[src/shared/axis_amp_pkg.sv]
// Constants, register map and state layout of the axis commutation and amplifier enable block.
// Assumes a single 100 MHz APB clock domain and eight physical axis slots.
package axis_amp_pkg;
  localparam int NUM_AXES = 8;
  localparam int DAC_W = 16;
  localparam int POS_W = 32;
  localparam int DIN_W = 96;

  // ****************************************
  // Register byte addresses.
  // ****************************************
  localparam logic [7:0] OFS_CTRL = 8'h00;
  localparam logic [7:0] OFS_COMM_SEL = 8'h04;
  localparam logic [7:0] OFS_MOTOR = 8'h08;
  localparam logic [7:0] OFS_OFF_ON_ERR = 8'h0C;
  localparam logic [7:0] OFS_ERR_LIMIT = 8'h10;
  localparam logic [7:0] OFS_ENC_MODE = 8'h14;
  localparam logic [7:0] OFS_POS_QUERY = 8'h18;
  localparam logic [7:0] OFS_POS_DATA = 8'h1C;
  localparam logic [7:0] OFS_HALL_SEL0 = 8'h20;
  localparam logic [7:0] OFS_HALL_SEL1 = 8'h24;
  localparam logic [7:0] OFS_PHASE = 8'h28;
  localparam logic [7:0] OFS_IRQ_STATUS = 8'h2C;
  localparam logic [7:0] OFS_IRQ_ENABLE = 8'h30;
  localparam logic [7:0] OFS_IRQ_CLEAR = 8'h34;
  localparam logic [7:0] OFS_INDEX_DATA = 8'h38;

  // ****************************************
  // Field positions and reset values.
  // ****************************************
  localparam int CTRL_AXES_LSB = 0;
  localparam int CTRL_POL_BIT = 4;
  localparam int MOTOR_ON_LSB = 8;
  localparam int IRQ_REJECT_BIT = 8;
  localparam int IRQ_W = 9;
  localparam logic [3:0] RST_AXES = 4'h8;
  localparam logic [15:0] RST_ERR_LIMIT = 16'h07D0;

  // ****************************************
  // Hall input ranges, numbered from one.
  // ****************************************
  localparam logic [7:0] HALL_GEN_LO = 8'h01;
  localparam logic [7:0] HALL_GEN_HI = 8'h08;
  localparam logic [7:0] HALL_EXT_LO = 8'h11;
  localparam logic [7:0] HALL_EXT_HI = 8'h50;
  localparam logic [7:0] HALL_AUX_LO = 8'h51;
  localparam logic [7:0] HALL_AUX_HI = 8'h60;

  typedef struct packed {
    logic [3:0] axes;
    logic pol;
    logic [7:0] comm;
    logic [7:0] motor_on;
    logic [7:0] oe;
    logic [15:0] lim;
    logic [7:0] pd;
    logic [2:0] qsel;
    logic [POS_W-1:0] snap;
    logic [POS_W-1:0] isnap;
    logic [7:0][7:0] hall;
    logic [7:0] hall_done;
    logic [7:0][2:0] sector;
    logic [IRQ_W-1:0] ista;
    logic [IRQ_W-1:0] ien;
    logic [7:0][POS_W-1:0] pos;
    logic [7:0][POS_W-1:0] idxpos;
    logic [7:0] ea;
    logic [7:0] eb;
    logic [7:0] ei;
    logic [7:0][DAC_W-1:0] dac;
    logic [7:0] amp;
    logic irq;
    logic [31:0] prdata;
    logic pready;
    logic pslverr;
  } axis_state_t;
endpackage

[src/rtl/axis_commutation_amp_enable.sv]
// Axis commutation output routing, amplifier enables, encoder counters and hall phase estimate.
// Assumes an APB master on pclk and encoder, hall and command inputs synchronous to pclk.
//
// The implementer's own choices: the APB interface to the registers and the register addresses.
`timescale 1ns/100ps
`default_nettype none

module axis_commutation_amp_enable (
  input wire logic pclk,
  input wire logic presetn,
  input wire logic psel,
  input wire logic penable,
  input wire logic pwrite,
  input wire logic [7:0] paddr,
  input wire logic [31:0] pwdata,
  output logic [31:0] prdata,
  output logic pready,
  output logic pslverr,
  input wire logic watchdog_trip,
  input wire logic [7:0][15:0] pos_err_abs,
  input wire logic [7:0][15:0] axis_cmd,
  input wire logic [7:0][15:0] phase_b_cmd,
  input wire logic [7:0] encoder_channel_a,
  input wire logic [7:0] encoder_channel_b,
  input wire logic [7:0] encoder_index,
  input wire logic [95:0] digital_in,
  output logic [7:0][15:0] dac_out,
  output logic [7:0] amp_enable_out,
  output logic irq
);

  axis_amp_pkg::axis_state_t st_r;
  axis_amp_pkg::axis_state_t st_nxt;

  // ****************************************
  // Hall helpers.
  // ****************************************
  function automatic logic hall_start_ok(input logic [7:0] s);
    hall_start_ok = (s >= axis_amp_pkg::HALL_GEN_LO && s <= axis_amp_pkg::HALL_GEN_HI - 8'h02) ||
                    (s >= axis_amp_pkg::HALL_EXT_LO && s <= axis_amp_pkg::HALL_EXT_HI - 8'h02) ||
                    (s >= axis_amp_pkg::HALL_AUX_LO && s <= axis_amp_pkg::HALL_AUX_HI - 8'h02);
  endfunction

  function automatic logic [3:0] hall_sector(input logic [2:0] h);
    unique case (h)
      3'h1: hall_sector = 4'h0;
      3'h3: hall_sector = 4'h1;
      3'h2: hall_sector = 4'h2;
      3'h6: hall_sector = 4'h3;
      3'h4: hall_sector = 4'h4;
      3'h5: hall_sector = 4'h5;
      default: hall_sector = 4'h8;
    endcase
  endfunction

  logic wr_en;
  logic rd_setup;
  logic [3:0] ncomm;
  logic [3:0] base;
  logic [7:0] trip;
  logic [7:0] hall_ok0;

  assign wr_en = psel & penable & pwrite & st_r.pready;
  assign rd_setup = psel & ~penable;

  always_comb begin
    logic [3:0] rank;
    logic [3:0] slot;
    logic [7:0] hs;
    logic [3:0] sec;
    logic [axis_amp_pkg::POS_W-1:0] p;
    st_nxt = st_r;
    rank = 4'h0;
    slot = 4'h0;
    hs = 8'h00;
    sec = 4'h0;
    p = '0;
    ncomm = 4'h0;
    trip = 8'h00;
    hall_ok0 = 8'h00;
    for (int i = 0; i < 8; i++) begin
      ncomm = ncomm + {3'h0, st_r.comm[i]};
    end
    base = st_r.axes - ncomm;

    // ****************************************
    // Register writes.
    // ****************************************
    for (int i = 0; i < 4; i++) begin
      hall_ok0[i] = (pwdata[8*i+:8] == 8'h00) || hall_start_ok(pwdata[8*i+:8]);
    end
    if (wr_en) begin
      unique case (paddr)
        axis_amp_pkg::OFS_CTRL: begin
          if (pwdata[axis_amp_pkg::CTRL_AXES_LSB+:4] != 4'h0 &&
              pwdata[axis_amp_pkg::CTRL_AXES_LSB+:4] <= 4'h8) begin
            st_nxt.axes = pwdata[axis_amp_pkg::CTRL_AXES_LSB+:4];
            st_nxt.comm = 8'h00;
          end
          st_nxt.pol = pwdata[axis_amp_pkg::CTRL_POL_BIT];
        end
        axis_amp_pkg::OFS_COMM_SEL: begin
          slot = 4'h0;
          for (int i = 0; i < 8; i++) begin
            slot = slot + {3'h0, pwdata[i]};
          end
          // Every commutated axis must stay below the outputs that its choice frees.
          if ((pwdata[7:0] >> (st_r.axes - slot)) == 8'h00 &&
              {slot, 1'b0} <= {1'b0, st_r.axes}) begin
            st_nxt.comm = pwdata[7:0];
          end else begin
            st_nxt.ista[axis_amp_pkg::IRQ_REJECT_BIT] = 1'b1;
          end
        end
        axis_amp_pkg::OFS_MOTOR: begin
          st_nxt.motor_on = (st_r.motor_on | pwdata[axis_amp_pkg::MOTOR_ON_LSB+:8]) &
                            ~pwdata[7:0];
        end
        axis_amp_pkg::OFS_OFF_ON_ERR: st_nxt.oe = pwdata[7:0];
        axis_amp_pkg::OFS_ERR_LIMIT: st_nxt.lim = pwdata[15:0];
        axis_amp_pkg::OFS_ENC_MODE: st_nxt.pd = pwdata[7:0];
        axis_amp_pkg::OFS_POS_QUERY: begin
          st_nxt.qsel = pwdata[2:0];
          st_nxt.snap = st_r.pos[pwdata[2:0]];
          st_nxt.isnap = st_r.idxpos[pwdata[2:0]];
        end
        axis_amp_pkg::OFS_HALL_SEL0, axis_amp_pkg::OFS_HALL_SEL1: begin
          if (&hall_ok0[3:0]) begin
            for (int i = 0; i < 4; i++) begin
              st_nxt.hall[i + (paddr[2] ? 4 : 0)] = pwdata[8*i+:8];
              st_nxt.hall_done[i + (paddr[2] ? 4 : 0)] = 1'b0;
            end
          end else begin
            st_nxt.ista[axis_amp_pkg::IRQ_REJECT_BIT] = 1'b1;
          end
        end
        axis_amp_pkg::OFS_PHASE: begin
          for (int i = 0; i < 8; i++) begin
            st_nxt.sector[i] = pwdata[3*i+:3];
          end
        end
        axis_amp_pkg::OFS_IRQ_ENABLE: st_nxt.ien = pwdata[axis_amp_pkg::IRQ_W-1:0];
        axis_amp_pkg::OFS_IRQ_CLEAR: st_nxt.ista = st_nxt.ista & ~pwdata[axis_amp_pkg::IRQ_W-1:0];
        default: ;
      endcase
    end

    // ****************************************
    // Amplifier enables.
    // ****************************************
    for (int i = 0; i < 8; i++) begin
      trip[i] = watchdog_trip | (st_r.oe[i] & (pos_err_abs[i] > st_r.lim));
      if (trip[i]) begin
        st_nxt.motor_on[i] = 1'b0;
        if (st_r.motor_on[i]) begin
          st_nxt.ista[i] = 1'b1;
        end
      end
    end
    st_nxt.amp = st_nxt.motor_on ^ {8{st_nxt.pol}};

    // ****************************************
    // Encoder counters.
    // ****************************************
    for (int i = 0; i < 8; i++) begin
      p = st_r.pos[i];
      if (st_r.pd[i]) begin
        if (encoder_channel_a[i] & ~st_r.ea[i]) begin
          p = encoder_channel_b[i] ? p - 32'h0000_0001 : p + 32'h0000_0001;
        end
      end else if ((encoder_channel_a[i] ^ st_r.ea[i]) != (encoder_channel_b[i] ^ st_r.eb[i])) begin
        // Exactly one channel moved; a lone toggling channel steps one count and then back, in either order.
        p = (encoder_channel_a[i] ^ st_r.eb[i]) ? p + 32'h0000_0001 : p - 32'h0000_0001;
      end
      st_nxt.pos[i] = p;
      if (encoder_index[i] & ~st_r.ei[i]) begin
        st_nxt.idxpos[i] = p;
      end
    end
    st_nxt.ea = encoder_channel_a;
    st_nxt.eb = encoder_channel_b;
    st_nxt.ei = encoder_index;

    // ****************************************
    // Hall phase estimate.
    // ****************************************
    for (int i = 0; i < 8; i++) begin
      hs = st_r.hall[i] - 8'h01;
      sec = hall_sector(digital_in[hs[6:0]+:3]);
      if (st_r.hall[i] != 8'h00 && !st_r.hall_done[i] && !sec[3]) begin
        st_nxt.sector[i] = sec[2:0];
        st_nxt.hall_done[i] = 1'b1;
      end
    end

    // ****************************************
    // Command output routing.
    // ****************************************
    for (int d = 0; d < 8; d++) begin
      st_nxt.dac[d] = 16'h0000;
      if (4'(d) < base) begin
        st_nxt.dac[d] = axis_cmd[d];
        if (st_r.comm[d] && !st_r.motor_on[d]) begin
          st_nxt.dac[d] = 16'h0000;
        end
      end else if (4'(d) < st_r.axes) begin
        rank = 4'h0;
        for (int a = 0; a < 8; a++) begin
          if (st_r.comm[a]) begin
            // Lowest commutated axis (X first) meets the lowest freed output.
            if (rank == 4'(d) - base) begin
              st_nxt.dac[d] = st_r.motor_on[a] ? phase_b_cmd[a] : 16'h0000;
            end
            rank = rank + 4'h1;
          end
        end
      end
    end
    st_nxt.irq = |(st_nxt.ista & st_nxt.ien);

    // ****************************************
    // APB read path.
    // ****************************************
    st_nxt.pready = rd_setup;
    st_nxt.pslverr = 1'b0;
    st_nxt.prdata = 32'h0000_0000;
    if (rd_setup) begin
      unique case (paddr)
        axis_amp_pkg::OFS_CTRL: st_nxt.prdata = {27'h0, st_r.pol, st_r.axes};
        axis_amp_pkg::OFS_COMM_SEL: st_nxt.prdata = {24'h0, st_r.comm};
        axis_amp_pkg::OFS_MOTOR: st_nxt.prdata = {16'h0, st_r.motor_on, 8'h00};
        axis_amp_pkg::OFS_OFF_ON_ERR: st_nxt.prdata = {24'h0, st_r.oe};
        axis_amp_pkg::OFS_ERR_LIMIT: st_nxt.prdata = {16'h0, st_r.lim};
        axis_amp_pkg::OFS_ENC_MODE: st_nxt.prdata = {24'h0, st_r.pd};
        axis_amp_pkg::OFS_POS_QUERY: st_nxt.prdata = {29'h0, st_r.qsel};
        axis_amp_pkg::OFS_POS_DATA: st_nxt.prdata = st_r.snap;
        axis_amp_pkg::OFS_HALL_SEL0: st_nxt.prdata = {st_r.hall[3], st_r.hall[2], st_r.hall[1], st_r.hall[0]};
        axis_amp_pkg::OFS_HALL_SEL1: st_nxt.prdata = {st_r.hall[7], st_r.hall[6], st_r.hall[5], st_r.hall[4]};
        axis_amp_pkg::OFS_PHASE: st_nxt.prdata = {st_r.hall_done, st_r.sector};
        axis_amp_pkg::OFS_IRQ_STATUS: st_nxt.prdata = {23'h0, st_r.ista};
        axis_amp_pkg::OFS_IRQ_ENABLE: st_nxt.prdata = {23'h0, st_r.ien};
        axis_amp_pkg::OFS_IRQ_CLEAR: st_nxt.prdata = 32'h0000_0000;
        axis_amp_pkg::OFS_INDEX_DATA: st_nxt.prdata = st_r.isnap;
        default: st_nxt.pslverr = 1'b1;
      endcase
    end
  end

  always_ff @(posedge pclk or negedge presetn) begin
    if (!presetn) begin
      st_r <= '0;
      st_r.axes <= axis_amp_pkg::RST_AXES;
      st_r.lim <= axis_amp_pkg::RST_ERR_LIMIT;
    end else begin
      st_r <= st_nxt;
    end
  end

  assign prdata = st_r.prdata;
  assign pready = st_r.pready;
  assign pslverr = st_r.pslverr;
  assign dac_out = st_r.dac;
  assign amp_enable_out = st_r.amp;
  assign irq = st_r.irq;

  // ****************************************
  // Checks.
  // ****************************************
  property p_comm_reject;
    @(posedge pclk) disable iff (!presetn)
      wr_en && paddr == axis_amp_pkg::OFS_COMM_SEL && pwdata[st_r.axes - 4'h1] |=>
        $stable(st_r.comm) && st_r.ista[axis_amp_pkg::IRQ_REJECT_BIT];
  endproperty
  a_comm_reject: assert property (p_comm_reject) else $error("highest axis accepted for commutation");

  property p_wd_off;
    @(posedge pclk) disable iff (!presetn)
      watchdog_trip && !st_r.pol |=> amp_enable_out == 8'h00 [*1];
  endproperty
  a_wd_off: assert property (p_wd_off) else $error("enable stayed on after watchdog trip");

  property p_amp_level;
    @(posedge pclk) disable iff (!presetn)
      amp_enable_out == (st_r.motor_on ^ {8{st_r.pol}});
  endproperty
  a_amp_level: assert property (p_amp_level) else $error("enable level does not follow motor state");

  property p_phase_a;
    @(posedge pclk) disable iff (!presetn)
      st_r.comm[0] && st_r.motor_on[0] && !wr_en |=> dac_out[0] == $past(axis_cmd[0]);
  endproperty
  a_phase_a: assert property (p_phase_a) else $error("first phase not on own output");

  property p_zero_off;
    @(posedge pclk) disable iff (!presetn)
      st_r.comm[0] && !st_r.motor_on[0] |=> dac_out[0] == 16'h0000;
  endproperty
  a_zero_off: assert property (p_zero_off) else $error("disabled commutated axis drives output");

  property p_freed_top;
    @(posedge pclk) disable iff (!presetn)
      st_r.axes == 4'h8 && st_r.comm == 8'h03 && st_r.motor_on[1] |=>
        dac_out[7] == $past(phase_b_cmd[1]);
  endproperty
  a_freed_top: assert property (p_freed_top) else $error("second phase not on highest output");

  property p_seven_xz;
    @(posedge pclk) disable iff (!presetn)
      st_r.axes == 4'h7 && st_r.comm == 8'h05 && st_r.motor_on[0] && st_r.motor_on[2] |=>
        dac_out[5] == $past(phase_b_cmd[0]) && dac_out[6] == $past(phase_b_cmd[2]);
  endproperty
  a_seven_xz: assert property (p_seven_xz) else $error("seven axis X Z mapping wrong");

  property p_one_channel;
    @(posedge pclk) disable iff (!presetn)
      !st_r.pd[3] && encoder_channel_a[3] != st_r.ea[3] && encoder_channel_b[3] == st_r.eb[3] |=>
        (st_r.pos[3] - $past(st_r.pos[3])) == 32'h0000_0001 ||
        ($past(st_r.pos[3]) - st_r.pos[3]) == 32'h0000_0001;
  endproperty
  a_one_channel: assert property (p_one_channel) else $error("single channel step not one count");

  property p_pulse_dir;
    @(posedge pclk) disable iff (!presetn)
      st_r.pd[2] && encoder_channel_a[2] && !st_r.ea[2] && !encoder_channel_b[2] |=>
        st_r.pos[2] == $past(st_r.pos[2]) + 32'h0000_0001;
  endproperty
  a_pulse_dir: assert property (p_pulse_dir) else $error("pulse did not count up");

  property p_trip_err;
    @(posedge pclk) disable iff (!presetn)
      !wr_en && !st_r.pol && st_r.oe[1] && pos_err_abs[1] > st_r.lim |=> !amp_enable_out[1];
  endproperty
  a_trip_err: assert property (p_trip_err) else $error("enable stayed on with excess error");

  property p_hall_reject;
    @(posedge pclk) disable iff (!presetn)
      wr_en && (paddr == axis_amp_pkg::OFS_HALL_SEL0 || paddr == axis_amp_pkg::OFS_HALL_SEL1) &&
        pwdata[7:0] > axis_amp_pkg::HALL_AUX_HI - 8'h02 |=>
        $stable(st_r.hall) && st_r.ista[axis_amp_pkg::IRQ_REJECT_BIT];
  endproperty
  a_hall_reject: assert property (p_hall_reject) else $error("bad hall start accepted");

  property p_hall_est;
    @(posedge pclk) disable iff (!presetn)
      !wr_en && st_r.hall[2] == 8'h06 && !st_r.hall_done[2] && digital_in[7:5] == 3'h3 |=>
        st_r.hall_done[2] && st_r.sector[2] == 3'h1;
  endproperty
  a_hall_est: assert property (p_hall_est) else $error("hall sector not estimated");

  property p_index_latch;
    @(posedge pclk) disable iff (!presetn)
      encoder_index[2] && !st_r.ei[2] |=> st_r.idxpos[2] == st_r.pos[2];
  endproperty
  a_index_latch: assert property (p_index_latch) else $error("index did not latch count");

  property p_bus_ready;
    @(posedge pclk) disable iff (!presetn)
      psel && !penable |=> pready;
  endproperty
  a_bus_ready: assert property (p_bus_ready) else $error("no ready after setup cycle");

endmodule

`default_nettype wire

[config.mk]
export PLATFORM = sky130hd
export DESIGN_NAME = axis_commutation_amp_enable
export DESIGN_NICKNAME = d
export VERILOG_FILES = /design/src/shared/axis_amp_pkg.sv /design/src/rtl/axis_commutation_amp_enable.sv
export SDC_FILE = /design/constraint.sdc
export NUM_CORES = 2
export LEC_CHECK = 0
export BUFFER_PORTS_ARGS = -buffer_cell sky130_fd_sc_hd__buf_2
export CORE_MARGIN = 5
export CORE_UTILIZATION = 45
export DETAILED_ROUTE_END_ITERATION = 8
export PLACE_DENSITY = 0.7
export SYNTH_ARGS = -nofsm -noshare
export SYNTH_HDL_FRONTEND = slang
export SYNTH_SLANG_ARGS = --single-unit
export TNS_END_PERCENT = 5
[constraint.sdc]
create_clock -name pclk -period 16.2 [get_ports pclk]
set_clock_uncertainty 0.15 [all_clocks]
set_input_delay 1.62 -clock pclk [delete_from_list [all_inputs] [get_ports pclk]]
set_output_delay 1.62 -clock pclk [all_outputs]
set_load 0.05 [all_outputs]
After elaboration in Yosys (flattened, before gate mapping)
Cells that the tools add are included.

operators by class
  bitwise operators = 92
  add/sub/neg operators = 99
  shift operators = 9
  muxes and demuxes = 472
  order comparisons = 59
  equal/unequal tests = 128
  reduce and logical (&&, ||, !) cells = 161

operator list
  operator                                                                              number
  16-bit 2-to-1 mux                                                                     177
  32-bit 2-to-1 mux                                                                     43
  96-bit by 8-bit variable part select with 3-bit output                                8
  4-bit 2-to-1 mux                                                                      160
  32-bit case mux with 14 select lines                                                  1
  32-bit by 1-bit adder with 32-bit output, second input constant                       8
  64-bit bitwise mux                                                                    4
  32-bit by 1-bit subtractor with 32-bit output, second input constant                  8
  230-bit 2-to-1 mux                                                                    1
  4-bit equality test                                                                   56
  4-bit by 1-bit adder with 4-bit output, second input constant                         48
  32-bit binary-select mux with 3-bit select                                            2
  4-bit case mux with 6 select lines                                                    8
  72-bit 2-to-1 mux                                                                     2
  16-bit greater-than comparator                                                        8
  8-bit demux with 3-bit select                                                         4
  32-bit by 1-bit greater-or-equal comparator with 1-bit output, second input constant  3
  32-bit by 5-bit < comparator with 1-bit output, second input constant                 3
  8-bit 2-to-1 mux                                                                      10
  3-bit equality test, second input constant                                            24
  67-bit 2-to-1 mux                                                                     1
  2-bit nonzero test                                                                    33
  8-bit by 7-bit less-or-equal comparator with 1-bit output, second input constant      8
  8-bit nonzero test                                                                    8
  other kinds (63)                                                                      392

word-level totals
  input bits = 550
  output and inout port bits = 171
  register bits after elaboration = 941
  word-level logic and storage cells = 1088

Longest topological paths before layout
  depth in word-level cells = 39
  gate-level depth with buffers = 27
  mapped depth without buffers = 23

Least setup slack after synthesis
Ideal clock, no wire load.

  path kind = flip-flop to flip-flop
  from = reg st_r[928] in the netlist's numbering
  to = reg st_r, in the netlist dac_out[10]
  setup slack = 9469 ps
  required time = 15924 ps
  stages on the path, launching flop included = 24
  setup time = 126 ps
  buffers on the path = 6
  arrival time = 6455 ps
  period minus slack after synthesis = 6731 ps
  path through = dfrtp_1 > clkbuf_1 > clkbuf_1 > inv_1 > fa_1 > fa_1 > inv_1 > fa_1 > fa_1 > inv_1 > ha_1 > ha_1 > clkbuf_1 > clkinv_1 > clkbuf_1 > ha_1 > clkbuf_1 > xnor2_1 > xnor2_1 > xnor2_1 > nor3_2 > clkbuf_1 > a221oi_1 > a221o_1

RTL lines
  item                    line                                RTL
  from (decl)             axis_commutation_amp_enable.sv:32   axis_amp_pkg::axis_state_t st_r;
  from (signal assigned)  axis_commutation_amp_enable.sv:255  st_r <= st_nxt;

==> flow_metrics.env <==
export IMPL_status="finished with violations"
export IMPL_violations="design-rule violations, max-capacitance violations, max-slew violations"
export IMPL_synth_edf_count=0
export IMPL_grt_pass1_vias=78587
export IMPL_final_util_pct=49.7
export IMPL_area_growth_pct=9.88
export IMPL_synthXorXnorAreaFrac_pct=4.86
export IMPL_numCtsBuffers=109
export IMPL_end_kind="flip-flop"
export IMPL_yosysWarnings=0
export IMPL_grt_max_degree=177
export IMPL_ir_drop_v=0.000147
export IMPL_hold_ws_ns=0.336
export IMPL_start_util_pct=45.2
export IMPL_fin_ws_ns=7.71
export IMPL_die_height_um=439
export IMPL_hold_path_class="reg -> reg"
export IMPL_pin_count=721
export IMPL_grt_ovfl_total=0
export IMPL_critPathLaunchType="flip-flop"
export IMPL_cts_resized=0
export IMPL_fmaxAchievable_mhz=118
export IMPL_fin_tns_setup_ns=0
export IMPL_post_drt_wl_per_cell_um=41.5
export IMPL_port_buffers=720
export IMPL_grt_pass1_wl_mm=643
export IMPL_coreArea_sq_mm=0.183
export IMPL_drtAntennaViolNets=0
export IMPL_power_mw=8.94
export IMPL_p_leak_nw=36.9
export IMPL_final_nets=9552
export IMPL_synth_cell_types=112
export IMPL_dp_hpwl_mm=350
export IMPL_final_design_area_no_fill_sq_mm=0.0910
export IMPL_synthArstFlopShare_pct=100
export IMPL_clkLatencyLatePin_ns=0.80
export IMPL_cts_tree="built"
export IMPL_clkTransAtPathRegs_ns=0.06
export IMPL_drive_gt1_share_pct=24.4
export IMPL_finalHoldViolCount=0
export IMPL_fp_dieW_um=439
export IMPL_netlist_area_leader_share_pct=28.2
export IMPL_seq_area_frac_synth_pct=28.4
export IMPL_place_gp_congestion=1.08
export IMPL_drt_initial_drc_count=14221
export IMPL_ys_ff_latch=941
export IMPL_cp_arrival_ns=9.03
export IMPL_power_density_mw_per_mm2=98.3
export IMPL_syn_instance_count=8779
export IMPL_fin_crit_ns=8.49
export IMPL_dp_cells=11150
export IMPL_drc=32
export IMPL_yosys_most_used_dff="dfrtp_1"
export IMPL_setup_viol=0
export IMPL_cts_sinks=941
export IMPL_synthMuxAreaShare_pct=23.9
export IMPL_synth_commonest_cells="970 x nand2_1, 934 x dfrtp_1, 674 x clkbuf_1"
export IMPL_viasPerCell=7.38
export IMPL_detailedPlace_worstSlack_ns=8.05
export IMPL_postCtsSetupRepairBufs=0
export IMPL_post_synth_cell_area_avg_sq_um=9.43
export IMPL_synth_fa_ha_area_share_pct=3.22
export IMPL_syn_cell_area_sq_mm=0.0828
export IMPL_vias=84133
export IMPL_critPathKind="reg -> reg"
export IMPL_crit_fanout=20
export IMPL_rsz0062_at_grt="no"
export IMPL_firstDrtPassIters=9
export IMPL_grt_usage_pct=47.2
export IMPL_max_slew_worst_pin_slew_ns=1.58
export IMPL_finalNonFillerCells=11395
export IMPL_htree_num_levels=3
export IMPL_synth_compound_area_share_pct=18.5
export IMPL_hold_buffers=0
export IMPL_drv_slew=2
export IMPL_synth_top_cell_by_area="dfrtp_1"
export IMPL_num_rows=157
export IMPL_cts_root_buf="clkbuf_16"
export IMPL_period_share_pct=52.4
export IMPL_routed_wl_mm=472
export IMPL_placed_area_sq_mm=0.0870
export IMPL_syn_num_nets=9534
export IMPL_max_cap_violations=1
export IMPL_die_area_sq_mm=0.193
export IMPL_synth_most_common_cell="nand2_1"
export IMPL_synth_top_family_by_area="multiplexers"
export IMPL_clk_path_buf_depth=3
export IMPL_crit_required_ns=16.73
export IMPL_synthTopCellsByArea="dfrtp_1 28%, mux4_2 15%, mux2_2 4.7%"
export IMPL_synthSimpleGateAreaFrac_pct=14.7
export IMPL_slew_headroom_pct=-5.96
export IMPL_antenna_found_initial=75
## power breakdown
part           switching [mW]  leakage [nW]  internal [mW]
Sequential              0.764          12.2           2.86
Combinational            1.60          22.8           1.00
Clock                    1.15          1.91           1.56
Total                    3.52          36.9           5.42
## critical path: stages, from the launching register on
cell,delay (ns)
dfrtp_1,0.60
clkinv_1,0.44
fa_1,0.54
fa_1,0.52
inv_1,0.07
fa_1,0.48
fa_1,0.59
inv_1,0.05
ha_1,0.24
or3_1,0.34
nand2_1,0.64
nand3_1,0.62
o2bb2ai_1,0.68
nor2b_2,1.01
nor2_1,0.07
buf_4,0.27
o221ai_1,0.11
a21oi_1,0.14
a2111oi_0,0.59
a221o_1,0.19
## final timing paths
kind,cells after the start,start,slack (ns),end
setup reg to reg,19,st_r[933],7.71,dac_out[106]
max in group asynchronous,4,presetn,12.34,st_r[184]
hold reg to reg,2,st_r[874],0.34,st_r[874]
hold / removal,2,st_r[874],0.34,st_r[874]
min in group asynchronous,1,presetn,0.67,dac_out[11]
setup / recovery,19,st_r[933],7.71,dac_out[106]
## final cells by class
class / instances / area (sq um)
multi-input cells: 6658 / 54500
flip-flops and latches: 941 / 23600
fillers: 17000 / 92100
inverters: 163 / 612
diodes: 43 / 108
well taps: 2464 / 3080
clock inverters: 54 / 808
repair buffers: 924 / 5180
clock buffers: 148 / 3090
## layer usage
layer	track usage [%]	vias to the layer above	routed length (um)
met5	1.16	-	522
met4	30.0	42	41400
met3	20.1	1817	68900
met2	66.2	7320	190000
met1	59.4	41565	171000
li1	-	33389	-
## kinds of logic (layout without fill, tap and decap cells)
family | Yosys count | in the layout
simple gates | 2583 | 2583
compound gates | 2184 | 2184
mux | 1249 | 1249
buf+inv | 1180 | 1289
flops | 941 | 941
xor+xnor | 437 | 437
fa+ha+maj | 205 | 205
other cells | 0 | 43
## registers in the layout, indices dropped and copies added, names as in the netlist, named ones only
signal,cells
amp_enable_out,8
dac_out,128
irq,1
prdata,32
pready,1
pslverr,1
st_r,706
## cell usage in the layout, fill, tap and decap left out, drive strengths merged, types with 62 or more instances in the layout
| cell type | count |
|---|---|
| a211oi | 164 |
| a21oi | 335 |
| a221o | 132 |
| a221oi | 99 |
| a22o | 72 |
| a22oi | 127 |
| a31oi | 131 |
| and2 | 110 |
| and3 | 106 |
| buf | 924 |
| clkbuf | 148 |
| dfrtp | 934 |
| ha | 192 |
| inv | 162 |
| mux2 | 347 |
| mux2i | 355 |
| mux4 | 547 |
| nand2 | 970 |
| nand3 | 245 |
| nand4 | 96 |
| nor2 | 500 |
| nor3 | 176 |
| nor4 | 70 |
| o211ai | 80 |
| o21ai | 466 |
| o221ai | 62 |
| or3 | 68 |
| xnor2 | 251 |
| xor2 | 179 |
No activity file was read; power rests on OpenSTA's default activity.
